[config.mk]
export PLATFORM = sky130hd
export DESIGN_NAME = adc_sequencer_control
export DESIGN_NICKNAME = d
export VERILOG_FILES = /design/src/verilog/adc_ctl_pkg.sv /design/src/verilog/adc_conv_timer.sv /design/src/verilog/adc_edge_sync.sv /design/src/verilog/adc_sequencer_control.sv
export SDC_FILE = /design/constraint.sdc
export NUM_CORES = 1
export LEC_CHECK = 0
export BUFFER_PORTS_ARGS = -buffer_cell sky130_fd_sc_hd__buf_2
export CORE_MARGIN = 5
export CORE_UTILIZATION = 55
export DETAILED_ROUTE_END_ITERATION = 6
export PLACE_DENSITY = 0.75
export SLEW_MARGIN = 10
export SYNTH_ARGS = -nofsm -noshare
export SYNTH_HDL_FRONTEND = slang
export SYNTH_HIERARCHICAL = 1
export SYNTH_SLANG_ARGS = --single-unit
[constraint.sdc]
create_clock -name clk -period 2.8 [get_ports clk]
set_clock_uncertainty 0.05 [all_clocks]
set_input_delay 0 -clock clk [delete_from_list [all_inputs] [get_ports clk]]
set_output_delay 0 -clock clk [all_outputs]
set_load 0.005 [all_outputs]
[src/verilog/adc_ctl_pkg.sv]
// Package: register map, field positions, reset values and timing of the converter control
package adc_ctl_pkg;
  // ----------------------------------------
  // Register addresses (low nibble of the byte bus address)
  // ----------------------------------------
  localparam logic [3:0] ADDR_RESULT_A_HI = 4'h0;
  localparam logic [3:0] ADDR_RESULT_D_LO = 4'h7;
  localparam logic [3:0] ADDR_CTRL_STATUS = 4'h8;
  localparam logic [3:0] ADDR_TRIG_CTRL = 4'h9;
  // ----------------------------------------
  // Control/status field positions
  // ----------------------------------------
  localparam int END_FLAG_POS = 7;
  localparam int IRQ_EN_POS = 6;
  localparam int START_POS = 5;
  localparam int MODE_POS = 4;
  localparam int SPEED_POS = 3;
  localparam int GROUP_POS = 2;
  localparam int TRIG_EN_POS = 7;
  // ----------------------------------------
  // Reset values
  // ----------------------------------------
  localparam logic [7:0] CTRL_STATUS_RESET = 8'h00;
  localparam logic [7:0] TRIG_CTRL_RESET = 8'h7F;
  localparam logic [7:0] TRIG_CTRL_FILL = 8'h7F;
  localparam logic [15:0] RESULT_RESET = 16'h0000;
  // ----------------------------------------
  // Conversion time, in states at full peripheral clock
  // ----------------------------------------
  localparam int CONV_STATES_SLOW = 266;
  localparam int CONV_STATES_FAST = 134;
  localparam int CONV_CNT_W = 10;
  localparam logic [CONV_CNT_W-1:0] CONV_CYC_SLOW = CONV_CNT_W'(CONV_STATES_SLOW);
  localparam logic [CONV_CNT_W-1:0] CONV_CYC_FAST = CONV_CNT_W'(CONV_STATES_FAST);
endpackage

[src/verilog/adc_conv_timer.sv]
// Conversion timer standing in for the converter core's pacing
`timescale 1ns/1ps
module adc_conv_timer (
  input wire logic clk,
  input wire logic rst_b,
  input wire logic clr,
  input wire logic start,
  input wire logic tick,
  input wire logic [adc_ctl_pkg::CONV_CNT_W-1:0] length,
  output logic busy,
  output logic expired
);
  typedef struct packed {
    logic run;
    logic [adc_ctl_pkg::CONV_CNT_W-1:0] cnt;
  } tmr_t;
  tmr_t t_q;
  tmr_t t_d;

  always_comb begin
    t_d = t_q;
    if (clr) begin
      t_d.run = 1'b0;
      t_d.cnt = '0;
    end else if (start) begin
      t_d.run = 1'b1;
      t_d.cnt = length;
    end else if (t_q.run && tick) begin
      if (t_q.cnt <= 1) begin
        t_d.run = 1'b0;
      end
      t_d.cnt = t_q.cnt - 1'b1;
    end
  end

  always_ff @(posedge clk or negedge rst_b) begin
    if (!rst_b) begin
      t_q <= '0;
    end else begin
      t_q <= t_d;
    end
  end

  assign busy = t_q.run;
  assign expired = t_q.run & tick & (t_q.cnt <= 1) & ~clr;
endmodule

[src/verilog/adc_edge_sync.sv]
// Two-flop synchroniser with falling-edge detect for the trigger pin
`timescale 1ns/1ps
module adc_edge_sync (
  input wire logic clk,
  input wire logic rst_b,
  input wire logic pin,
  output logic fall
);
  typedef struct packed {
    logic meta;
    logic sync;
    logic last;
  } sync_t;
  sync_t s_q;
  sync_t s_d;

  always_comb begin
    s_d = s_q;
    s_d.meta = pin;
    s_d.sync = s_q.meta;
    s_d.last = s_q.sync;
  end

  always_ff @(posedge clk or negedge rst_b) begin
    if (!rst_b) begin
      s_q <= '{meta: 1'b1, sync: 1'b1, last: 1'b1};
    end else begin
      s_q <= s_d;
    end
  end

  assign fall = s_q.last & ~s_q.sync;
endmodule

[src/verilog/adc_sequencer_control.sv]
// Control, status and result registers of the 10-bit converter
`timescale 1ns/1ps
// How it works
// - Control/status clears on reset and standby
// - End flag after single or whole group
// - Flag clears by read-one then write-zero
// - Interrupt request only while enable set
// - Start reads one, self-clears in single
// - Multi-channel mode cycles until start cleared
// - Trigger pin may also set start
// - Mode bit: zero single, one cyclic
// - Speed bit picks 266 or 134 states
// - Channel field picks input or group range
// - Trigger control resets to 0x7F
// - Trigger enable gates the external trigger
// - Low seven trigger bits read one
// - Upper byte read captures lower into latch
// - Lower byte read returns holding latch
// - Result left-justified, low six bits zero
// - Input n stores to result n mod 4
// - Trigger falling edge acts as software start
// - Result registers clear on reset, standby
module adc_sequencer_control (
  input wire logic clk,
  input wire logic rst_b,
  input wire logic standby,
  input wire logic half_rate,
  input wire logic [3:0] bus_addr,
  input wire logic bus_rd,
  input wire logic bus_wr,
  input wire logic [7:0] bus_wdata,
  output logic [7:0] bus_rdata,
  input wire logic ext_trigger_pin,
  output logic conv_end_irq,
  output logic [2:0] core_input_select,
  output logic core_start,
  input wire logic core_done,
  input wire logic [9:0] core_result
);
  typedef struct packed {
    logic conv_end_flag;
    logic end_irq_enable;
    logic conv_start_bit;
    logic mode_multi;
    logic conv_speed_select;
    logic [2:0] input_select;
    logic ext_trigger_enable;
    logic flag_seen;
    logic [1:0] cur_index;
    logic active;
    logic div_phase;
    logic [3:0][9:0] result_regs;
    logic [7:0] hold_latch;
    logic [7:0] rdata;
  } ctl_t;
  ctl_t c_q;
  ctl_t c_d;

  logic trig_fall;
  logic tick;
  logic launch;
  logic timer_busy;
  logic timer_expired;
  logic conv_done;
  logic stop;
  logic [adc_ctl_pkg::CONV_CNT_W-1:0] conv_len;
  logic [7:0] csr_view;
  logic [15:0] result_word [4];

  // ----------------------------------------
  // Trigger pin and conversion pacing
  // ----------------------------------------
  adc_edge_sync u_trig (
    .clk(clk),
    .rst_b(rst_b),
    .pin(ext_trigger_pin),
    .fall(trig_fall)
  );

  // Half-rate peripheral clock doubles the timer's conversion time; a core done strobe is not slowed
  assign tick = ~half_rate | c_q.div_phase;
  assign conv_len = c_q.conv_speed_select ? adc_ctl_pkg::CONV_CYC_FAST
                                          : adc_ctl_pkg::CONV_CYC_SLOW;
  assign stop = ~c_q.conv_start_bit | standby;

  adc_conv_timer u_timer (
    .clk(clk),
    .rst_b(rst_b),
    .clr(stop),
    .start(launch),
    .tick(tick),
    .length(conv_len),
    .busy(timer_busy),
    .expired(timer_expired)
  );

  // Core finishes on its done strobe or when the time runs out
  assign conv_done = c_q.active & ~stop & (core_done | timer_expired);
  assign launch = c_q.conv_start_bit & ~c_q.active & ~standby;
  assign core_start = launch;

  // Single mode: field picks input; multi: group base plus running index
  always_comb begin
    if (c_q.mode_multi) begin
      core_input_select = {c_q.input_select[2], c_q.cur_index};
    end else begin
      core_input_select = c_q.input_select;
    end
  end

  // ----------------------------------------
  // Register views
  // ----------------------------------------
  always_comb begin
    csr_view = {c_q.conv_end_flag, c_q.end_irq_enable, c_q.conv_start_bit, c_q.mode_multi,
                c_q.conv_speed_select, c_q.input_select};
    for (int i = 0; i < 4; i++) begin
      result_word[i] = {c_q.result_regs[i], 6'h00};
    end
  end

  assign conv_end_irq = c_q.conv_end_flag & c_q.end_irq_enable;
  assign bus_rdata = c_q.rdata;

  // ----------------------------------------
  // Next state
  // ----------------------------------------
  always_comb begin
    c_d = c_q;
    c_d.div_phase = ~c_q.div_phase;
    c_d.rdata = 8'h00;

    // Reads: data registered one cycle after the strobe
    if (bus_rd) begin
      if (bus_addr <= adc_ctl_pkg::ADDR_RESULT_D_LO) begin
        if (bus_addr[0] == 1'b0) begin
          c_d.rdata = result_word[bus_addr[2:1]][15:8];
          c_d.hold_latch = result_word[bus_addr[2:1]][7:0];
        end else begin
          c_d.rdata = c_q.hold_latch;
        end
      end else if (bus_addr == adc_ctl_pkg::ADDR_CTRL_STATUS) begin
        c_d.rdata = csr_view;
        if (c_q.conv_end_flag) begin
          c_d.flag_seen = 1'b1;
        end
      end else if (bus_addr == adc_ctl_pkg::ADDR_TRIG_CTRL) begin
        c_d.rdata = {c_q.ext_trigger_enable, 7'h7F} & {1'b1, adc_ctl_pkg::TRIG_CTRL_FILL[6:0]};
      end
    end

    // Writes
    if (bus_wr && bus_addr == adc_ctl_pkg::ADDR_CTRL_STATUS) begin
      c_d.end_irq_enable = bus_wdata[adc_ctl_pkg::IRQ_EN_POS];
      c_d.conv_start_bit = bus_wdata[adc_ctl_pkg::START_POS];
      c_d.mode_multi = bus_wdata[adc_ctl_pkg::MODE_POS];
      c_d.conv_speed_select = bus_wdata[adc_ctl_pkg::SPEED_POS];
      c_d.input_select = bus_wdata[2:0];
      if (!bus_wdata[adc_ctl_pkg::END_FLAG_POS] && c_q.flag_seen) begin
        c_d.conv_end_flag = 1'b0;
        c_d.flag_seen = 1'b0;
      end
      if (!bus_wdata[adc_ctl_pkg::START_POS]) begin
        c_d.active = 1'b0;
        c_d.cur_index = 2'b00;
      end
    end
    if (bus_wr && bus_addr == adc_ctl_pkg::ADDR_TRIG_CTRL) begin
      c_d.ext_trigger_enable = bus_wdata[adc_ctl_pkg::TRIG_EN_POS];
    end

    // External trigger behaves as a software start
    if (trig_fall && c_q.ext_trigger_enable) begin
      c_d.conv_start_bit = 1'b1;
    end

    // Conversion sequencing
    if (launch) begin
      c_d.active = 1'b1;
    end
    if (conv_done) begin
      c_d.result_regs[core_input_select[1:0]] = core_result;
      if (!c_q.mode_multi) begin
        c_d.active = 1'b0;
        c_d.conv_start_bit = 1'b0;
        c_d.conv_end_flag = 1'b1;
        c_d.flag_seen = 1'b0;
      end else if (c_q.cur_index == c_q.input_select[1:0]) begin
        c_d.active = 1'b0;
        c_d.cur_index = 2'b00;
        c_d.conv_end_flag = 1'b1;
        c_d.flag_seen = 1'b0;
      end else begin
        c_d.active = 1'b0;
        c_d.cur_index = c_q.cur_index + 2'b01;
      end
    end

    // Stop in the launch cycle must not leave a stale active flag
    if (!c_d.conv_start_bit) begin
      c_d.active = 1'b0;
      c_d.cur_index = 2'b00;
    end

    // Standby returns all registers except div_phase and rdata to their reset contents
    if (standby) begin
      c_d.conv_end_flag = 1'b0;
      c_d.end_irq_enable = 1'b0;
      c_d.conv_start_bit = 1'b0;
      c_d.mode_multi = 1'b0;
      c_d.conv_speed_select = 1'b0;
      c_d.input_select = 3'h0;
      c_d.flag_seen = 1'b0;
      c_d.cur_index = 2'b00;
      c_d.active = 1'b0;
      c_d.ext_trigger_enable = adc_ctl_pkg::TRIG_CTRL_RESET[adc_ctl_pkg::TRIG_EN_POS];
      for (int i = 0; i < 4; i++) begin
        c_d.result_regs[i] = adc_ctl_pkg::RESULT_RESET[15:6];
      end
      c_d.hold_latch = 8'h00;
    end
  end

  always_ff @(posedge clk or negedge rst_b) begin
    if (!rst_b) begin
      c_q <= '0;
      c_q.ext_trigger_enable <= adc_ctl_pkg::TRIG_CTRL_RESET[7];
    end else begin
      c_q <= c_d;
    end
  end
endmodule
==> results of run 1 <==
## worst max path at each step
stage | to | cells past startpoint
after CTS | c_q[32] | 8
after detailed placement | c_q[44] | 8
after global placement | c_q[44] | 8
final | c_q[44] | 8
after floorplan | c_q[46] | 9
after global routing | c_q[44] | 8
## metal layers
metal | share of wire [%] | GRT usage [%] | wire (um)
met5 | 0 | 0 | 0
met4 | 0.61 | 4.21 | 54
met3 | 6.1 | 5.05 | 539
met2 | 50 | 32.0 | 4380
met1 | 43 | 29.1 | 3810
## cells in the final DEF (no fill, tap or decap), types with 3 or more instances in the layout
master and count:
mux4_2 10, nor2b_1 4, nand3_1 12, inv_1 8
nor4_4 4, conb_1 6, o21ai_0 9, a21boi_0 6
clkinv_4 4, nand2b_1 4, mux2i_1 40, a21oi_1 12
or2_2 3, dfrtp_1 75, xnor2_1 3, nor2_1 52
dlygate4sd3_1 24, a311oi_1 6, or4_1 4, o31ai_1 5
nand2_1 21, dfstp_2 3, buf_2 41, buf_4 11
clkbuf_8 10, buf_6 4
## synth_stat cells, drive strengths merged, types with 5 or more instances
library cell	number
a21boi	8
a21oi	12
a311oi	7
buf	18
clkbuf	12
dfrtp	75
inv	10
mux2i	43
mux4	10
nand2	21
nand3	12
nor2	52
nor2b	5
nor4	5
o21ai	10
o31ai	5
or4	5
## cells by family after synthesis
group	Yosys count	share of synthesized area, %
AOI/OAI and AO/OA	57	10.1
xor gates and xnor gates	4	0.877
adders and majority gates	2	0.626
buffers and inverters	41	5.79
DFF	78	49.0
muxes	54	17.3
other	2	0.188
and+or+nand+nor	124	16.2
## registers in the layout, summed over array words and instances (netlist names)
signal / cells
c_q: 56
u_timer/t_q: 10
bus_rdata: 8
u_trig/s_d: 2
u_timer/busy: 1
u_trig/s_q: 1
## timing repair
action	in CTS	in global routing
gates resized for setup	1	22
endpoints found under the hold margin	135	0
pin swaps	0	3
hold buffers	24	0
endpoints found under the setup margin	10	38
gates cloned	0	4
## power groups by stage
stage	Combinational [mW]	Sequential, mW	Clock (mW)
floorplan	0.0546	1.16	0
global placement	0.117	1.16	0
detailed placement	0.119	1.16	0
CTS	0.144	1.14	0.981
global route	0.160	1.14	1.03
finish	0.145	1.14	0.954
## worst register-to-register path: stages (launching register included)
cell     delay, ns
dfrtp_1       0.40
or4_4         0.56
or3_4         0.39
nor3_4        0.15
o21ai_4       0.14
nor4_4        0.32
buf_6         0.20
mux2i_2       0.23
nor2_1        0.06
## metrics by stage
step                      util (%)  hold slack (ns)  setup TNS (ns)  setup slack, ns  total power [mW]
after floorplan                  -           -0.346               0            0.233              1.21
after global placement        59.2           0.0556               0           0.0503              1.28
after detailed placement      59.2           0.0562         -0.0305          -0.0163              1.28
after CTS                     65.8           0.0662               0          0.00807              2.26
after global routing          67.3            0.132               0           0.0826              2.33
final                         67.3           0.0767               0            0.186              2.24
## area by class of cell
class,instances,area (um2),share of cell area [%]
multi-input combinational,247,1890,39.2
sequential,78,1960,40.5
tap,99,124,2.57
clock buffer,10,138,2.85
timing repair buffer,81,581,12.0
inverter,11,41.3,0.855
clock inverter,6,95.1,1.97
==> out/results.ini, run 1 <==
[run_status]
run_status = finished clean

[routing]
num_vias = 2947
post_drt_wl_per_cell_um = 16.5
wirelength_mm = 8.78
drt-vias-per-instance = 5.54
drt_iter0_markers = 137
ant_nets = 0
firstDrtPassIters = 4
drc = 0

[setup_path]
reg2reg_depth = 8
worst_setup_path_end_kind = flip-flop
r2r-start = u_timer/t_q[7]
cpMaxStageDelayCell = or4_4
cp-startpoint = u_timer/t_q[7]
worstPathArrival_ns = 2.78
path_buf_inv = 1
worstSetupPathType = reg2reg
cp_top_family = simple AND/OR/NAND/NOR gates
reg2reg_slack_ns = 0.19
cp_cell_sequence = or4_4 -> or3_4 -> nor3_4 -> o21ai_4 -> nor4_4 -> buf_6 -> mux2i_2 -> nor2_1
crit_fanout = 7
slowest_delay_ns = 0.56
regToRegEndpoint = c_q[44]
required_ns = 2.97
cp-start-kind = flip-flop

[clocking]
cts_max_path_buffers = 2
clkSinkCount = 78
ctsRootBufferMaster = clkbuf_8
h-tree-depth = 3
cts.clk_slew.worst_paths_ns = 0.08
clk_latency_ns = 0.35
post_cts.repair.setup_buffers = 0
cts_buffers = 9
cts_tree = done

[sta]
period_minus_slack_ns = 2.61
slew_viol_final = 0
tightest_slew_ns = 0.978
slew_headroom_pct = 34.8
hold_viol = 0
rsz0062_at_grt = false
fmax_mhz = 382
finalSetupViolations = 0
finalCritPeriodShare_pct = 93.4

[pwr]
p_clk_share_pct = 42.7
p_seq_share_pct = 50.9
power.density_nw_per_um2 = 463
internal-power_mw = 1.72
swShare_pct = 22.9
p_comb_share_pct = 6.5
p_leak_nw = 2.08
peakVddDrop_mv = 0.349
netSwitchingPower_uw = 511

[final_layout]
antenna_cells = 0
fin_area_um2 = 4830
final_nets = 460
final_cells = 532
fillerInstances = 502
syn_to_final_growth_pct = 20.9
drive_above_1_share_pct = 25.6

[synthesis]
synthArstFlopShare_pct = 100
syn_avg_cell_area_um2 = 11.0
synth-seq-area-share_pct = 49.0
yosys_warnings = 6
synth.distinct_cells = 59
synth-main-ff-cell = dfrtp_1
ys_seq_elements = 78
synth-edff-count = 0
synthTopCellsByArea = dfrtp_1 47%, mux2i_1 10%, mux4_2 5.6%
synthCells = 362
synth_top_area_cell = dfrtp_1
synth_top_cell_area_share_pct = 47.0
mappedNetlistArea_um2 = 4000

[worst_hold_path]
hold_class = in2reg
min_from = half_rate
hold_depth = 5
worstHoldEndpoint = u_timer/busy

[placed_design]
placedCellCount = 488
dp_hpwl_mm = 5.57
dpl_cell_area_um2 = 4250
routabilityCongestion = 0.813
port_buffers = 42

[global_routing]
grt_pass1_vias = 2885
grt-ovfl-total = 0
grt_pass1_wl_mm = 14.3
track_usage_pct = 20.4
grt_max_degree = 79
antenna_found_initial = 0

[floorplan]
die_w_um = 95.2
start_util_pct = 55.7
pin_count = 43
row_count = 31
dieArea_um2 = 9070
core_um2 = 7180
die_h_um = 95.2

[job]
drv_cap = 0

No activity file was read; power rests on OpenSTA's default activity.
==> run 2, diff against run 1 <==
Settings changed: REMOVE_ABC_BUFFERS set to 1.
Clock period 2.8 ns to 2.7 ns, I/O delays scaled along.
==> out/results.ini, run 2 (synthesis gave the netlist of run 1 again) <==
[placed_design]
dpl_cell_area_um2 = 4280  ; was 4250 um2
port_buffers = 42  ; unchanged
placedCellCount = 493  ; was 488
dp_hpwl_mm = 5.96  ; was 5.57 mm
routabilityCongestion = 0.816  ; was 0.813

[clocking]
cts.clk_slew.worst_paths_ns = 0.09  ; was 0.08 ns
h-tree-depth = 3  ; unchanged
clkSinkCount = 78  ; unchanged
ctsRootBufferMaster = clkbuf_8  ; unchanged
clk_latency_ns = 0.36  ; was 0.35 ns
cts_buffers = 9  ; unchanged
post_cts.repair.setup_buffers = 0  ; unchanged
cts_max_path_buffers = 2  ; unchanged
cts_tree = done  ; unchanged

[sta]
rsz0062_at_grt = false  ; unchanged
fin_hold_ws_ns = 0.0941  ; was 0.0767 ns
slew_headroom_pct = 34.5  ; was 34.8%
hold_viol = 0  ; unchanged
finalCritPeriodShare_pct = 95.1  ; was 93.4%
finalSetupViolations = 0  ; unchanged
tightest_slew_ns = 0.983  ; was 0.978 ns
fmax_mhz = 389  ; was 382 MHz
period_minus_slack_ns = 2.57  ; was 2.61 ns
slew_viol_final = 0  ; unchanged

[final_layout]
largest_reg_flops = 56  ; unchanged
drive_above_1_share_pct = 26.1  ; was 25.6%
syn_to_final_growth_pct = 20.3  ; was 20.9%
layout_commonest_cell = dfrtp_1  ; unchanged
antenna_cells = 0  ; unchanged
fin_area_um2 = 4810  ; was 4830 um2
final_nets = 463  ; was 460
largest_register = c_q  ; unchanged
final_cell_mix = 75 x dfrtp_1, 52 x nor2_1, 41 x mux2i_1, 41 x buf_2, 24 x dlygate4sd3_1  ; was 75 x dfrtp_1, 52 x nor2_1, 41 x buf_2, 40 x mux2i_1, 24 x dlygate4sd3_1
final_cells = 535  ; was 532

[global_routing]
track_usage_pct = 22.6  ; was 20.4%
grt_max_degree = 79  ; unchanged
antenna_found_initial = 1  ; was 0
grt_pass1_wl_mm = 15.4  ; was 14.3 mm
grt-ovfl-total = 0  ; unchanged
grt_pass1_vias = 3091  ; was 2885

[routing]
post_drt_wl_per_cell_um = 17.6  ; was 16.5 um
wirelength_mm = 9.43  ; was 8.78 mm
firstDrtPassIters = 5  ; was 4
drt-vias-per-instance = 5.73  ; was 5.54
ant_nets = 0  ; unchanged
drt_iter0_markers = 199  ; was 137
num_vias = 3066  ; was 2947
drc = 0  ; unchanged

[setup_path]
cp-start-kind = flip-flop  ; unchanged
worstPathArrival_ns = 2.74  ; was 2.78 ns
worst_setup_path_end_kind = flip-flop  ; unchanged
crit_fanout = 5  ; was 7
reg2reg_slack_ns = 0.13  ; was 0.19 ns
required_ns = 2.88  ; was 2.97 ns
worstSetupPathType = reg2reg  ; unchanged

[pwr]
p_leak_nw = 2.07  ; was 2.08 nW
power.density_nw_per_um2 = 452  ; was 463 nW/um2
totalPowerFinal_mw = 2.17  ; was 2.24 mW
peakVddDrop_mv = 0.317  ; was 0.349 mV

[floorplan]
die_h_um = 95.2  ; unchanged
row_count = 31  ; unchanged
pin_count = 43  ; unchanged
core_um2 = 7180  ; unchanged
die_w_um = 95.2  ; unchanged
dieArea_um2 = 9070  ; unchanged
start_util_pct = 55.7  ; unchanged

[run_status]
run_status = finished clean  ; unchanged

[worst_hold_path]
hold_class = in2reg  ; unchanged

[job]
drv_cap = 0  ; unchanged

-- run 2: cell types whose count changed in the layout (fill, tap and decap cells not counted), moves of 2 or more --
cell	change
clkinvlp_4	+2
inv_6	+2
clkinv_4	-3
bufinv_16	-2
buf_4	+4
inv_8	+2
-- run 2: report_power, final --
group | switching (mW) | internal (mW) | leakage (nW)
registers | 0.00408 | 1.18 | 1.07
logic | 0.0931 | 0.0606 | 0.903
clock network | 0.485 | 0.354 | 0.0903
-- run 2: per-stage QoR --
step,worst slack [ns],util (%),setup TNS [ns]
finish,0.132,67.0,0
global route,0.0399,67.0,0
CTS,0.00713,66.1,0
detailed placement,0.0112,59.7,0
global placement,0.0465,59.7,0
floorplan,-0.969,-,-20.60
-- run 2: routing by layer --
| layer | track usage, % | wire, um | up-vias |
|---|---|---|---|
| met5 | 0 | 20 | - |
| met4 | 12.0 | 248 | 2 |
| met3 | 4.74 | 626 | 23 |
| met2 | 34.9 | 4580 | 102 |
| met1 | 29.9 | 3960 | 1524 |
| li1 | - | - | 1415 |
-- run 2: final cells by class --
type / instances / area [um2]
clock inverter: 7 / 63.8
inverter: 11 / 41.3
fill: 533 / 2370
tap: 99 / 124
multi-input combinational: 247 / 1900
timing repair buffer: 84 / 603
sequential: 78 / 1960
clock buffer: 9 / 124
-- run 2: worst paths after layout --
check | start | to | cells after the start
worst max-delay path | u_timer/t_q[8] | c_q[49] | 8
worst min-delay path | half_rate | u_timer/busy | 5
worst max register to register | u_timer/t_q[8] | c_q[49] | 8
worst min register to register | u_trig/s_d[1] | u_trig/s_d[0] | 0
max in group asynchronous | rst_b | c_q[56] | 2
min in group asynchronous | rst_b | u_timer/t_q[0] | 2
-- run 2: critical path: stages (launching register included) --
cell     delay [ns]
dfrtp_1        0.40
or4_4          0.52
or3_4          0.40
nor3_4         0.21
o21ai_4        0.13
nor4_4         0.23
buf_4          0.24
mux2i_1        0.19
nor2_1         0.05
-- run 2: repair_timing --
action | CTS | global route
endpoints found under the hold margin | 135 | 0
resized for setup | 6 | 14
cloned | 0 | 2
setup endpoints to repair | 44 | 42
pin swaps | 2 | 3
hold buffers | 24 | 0
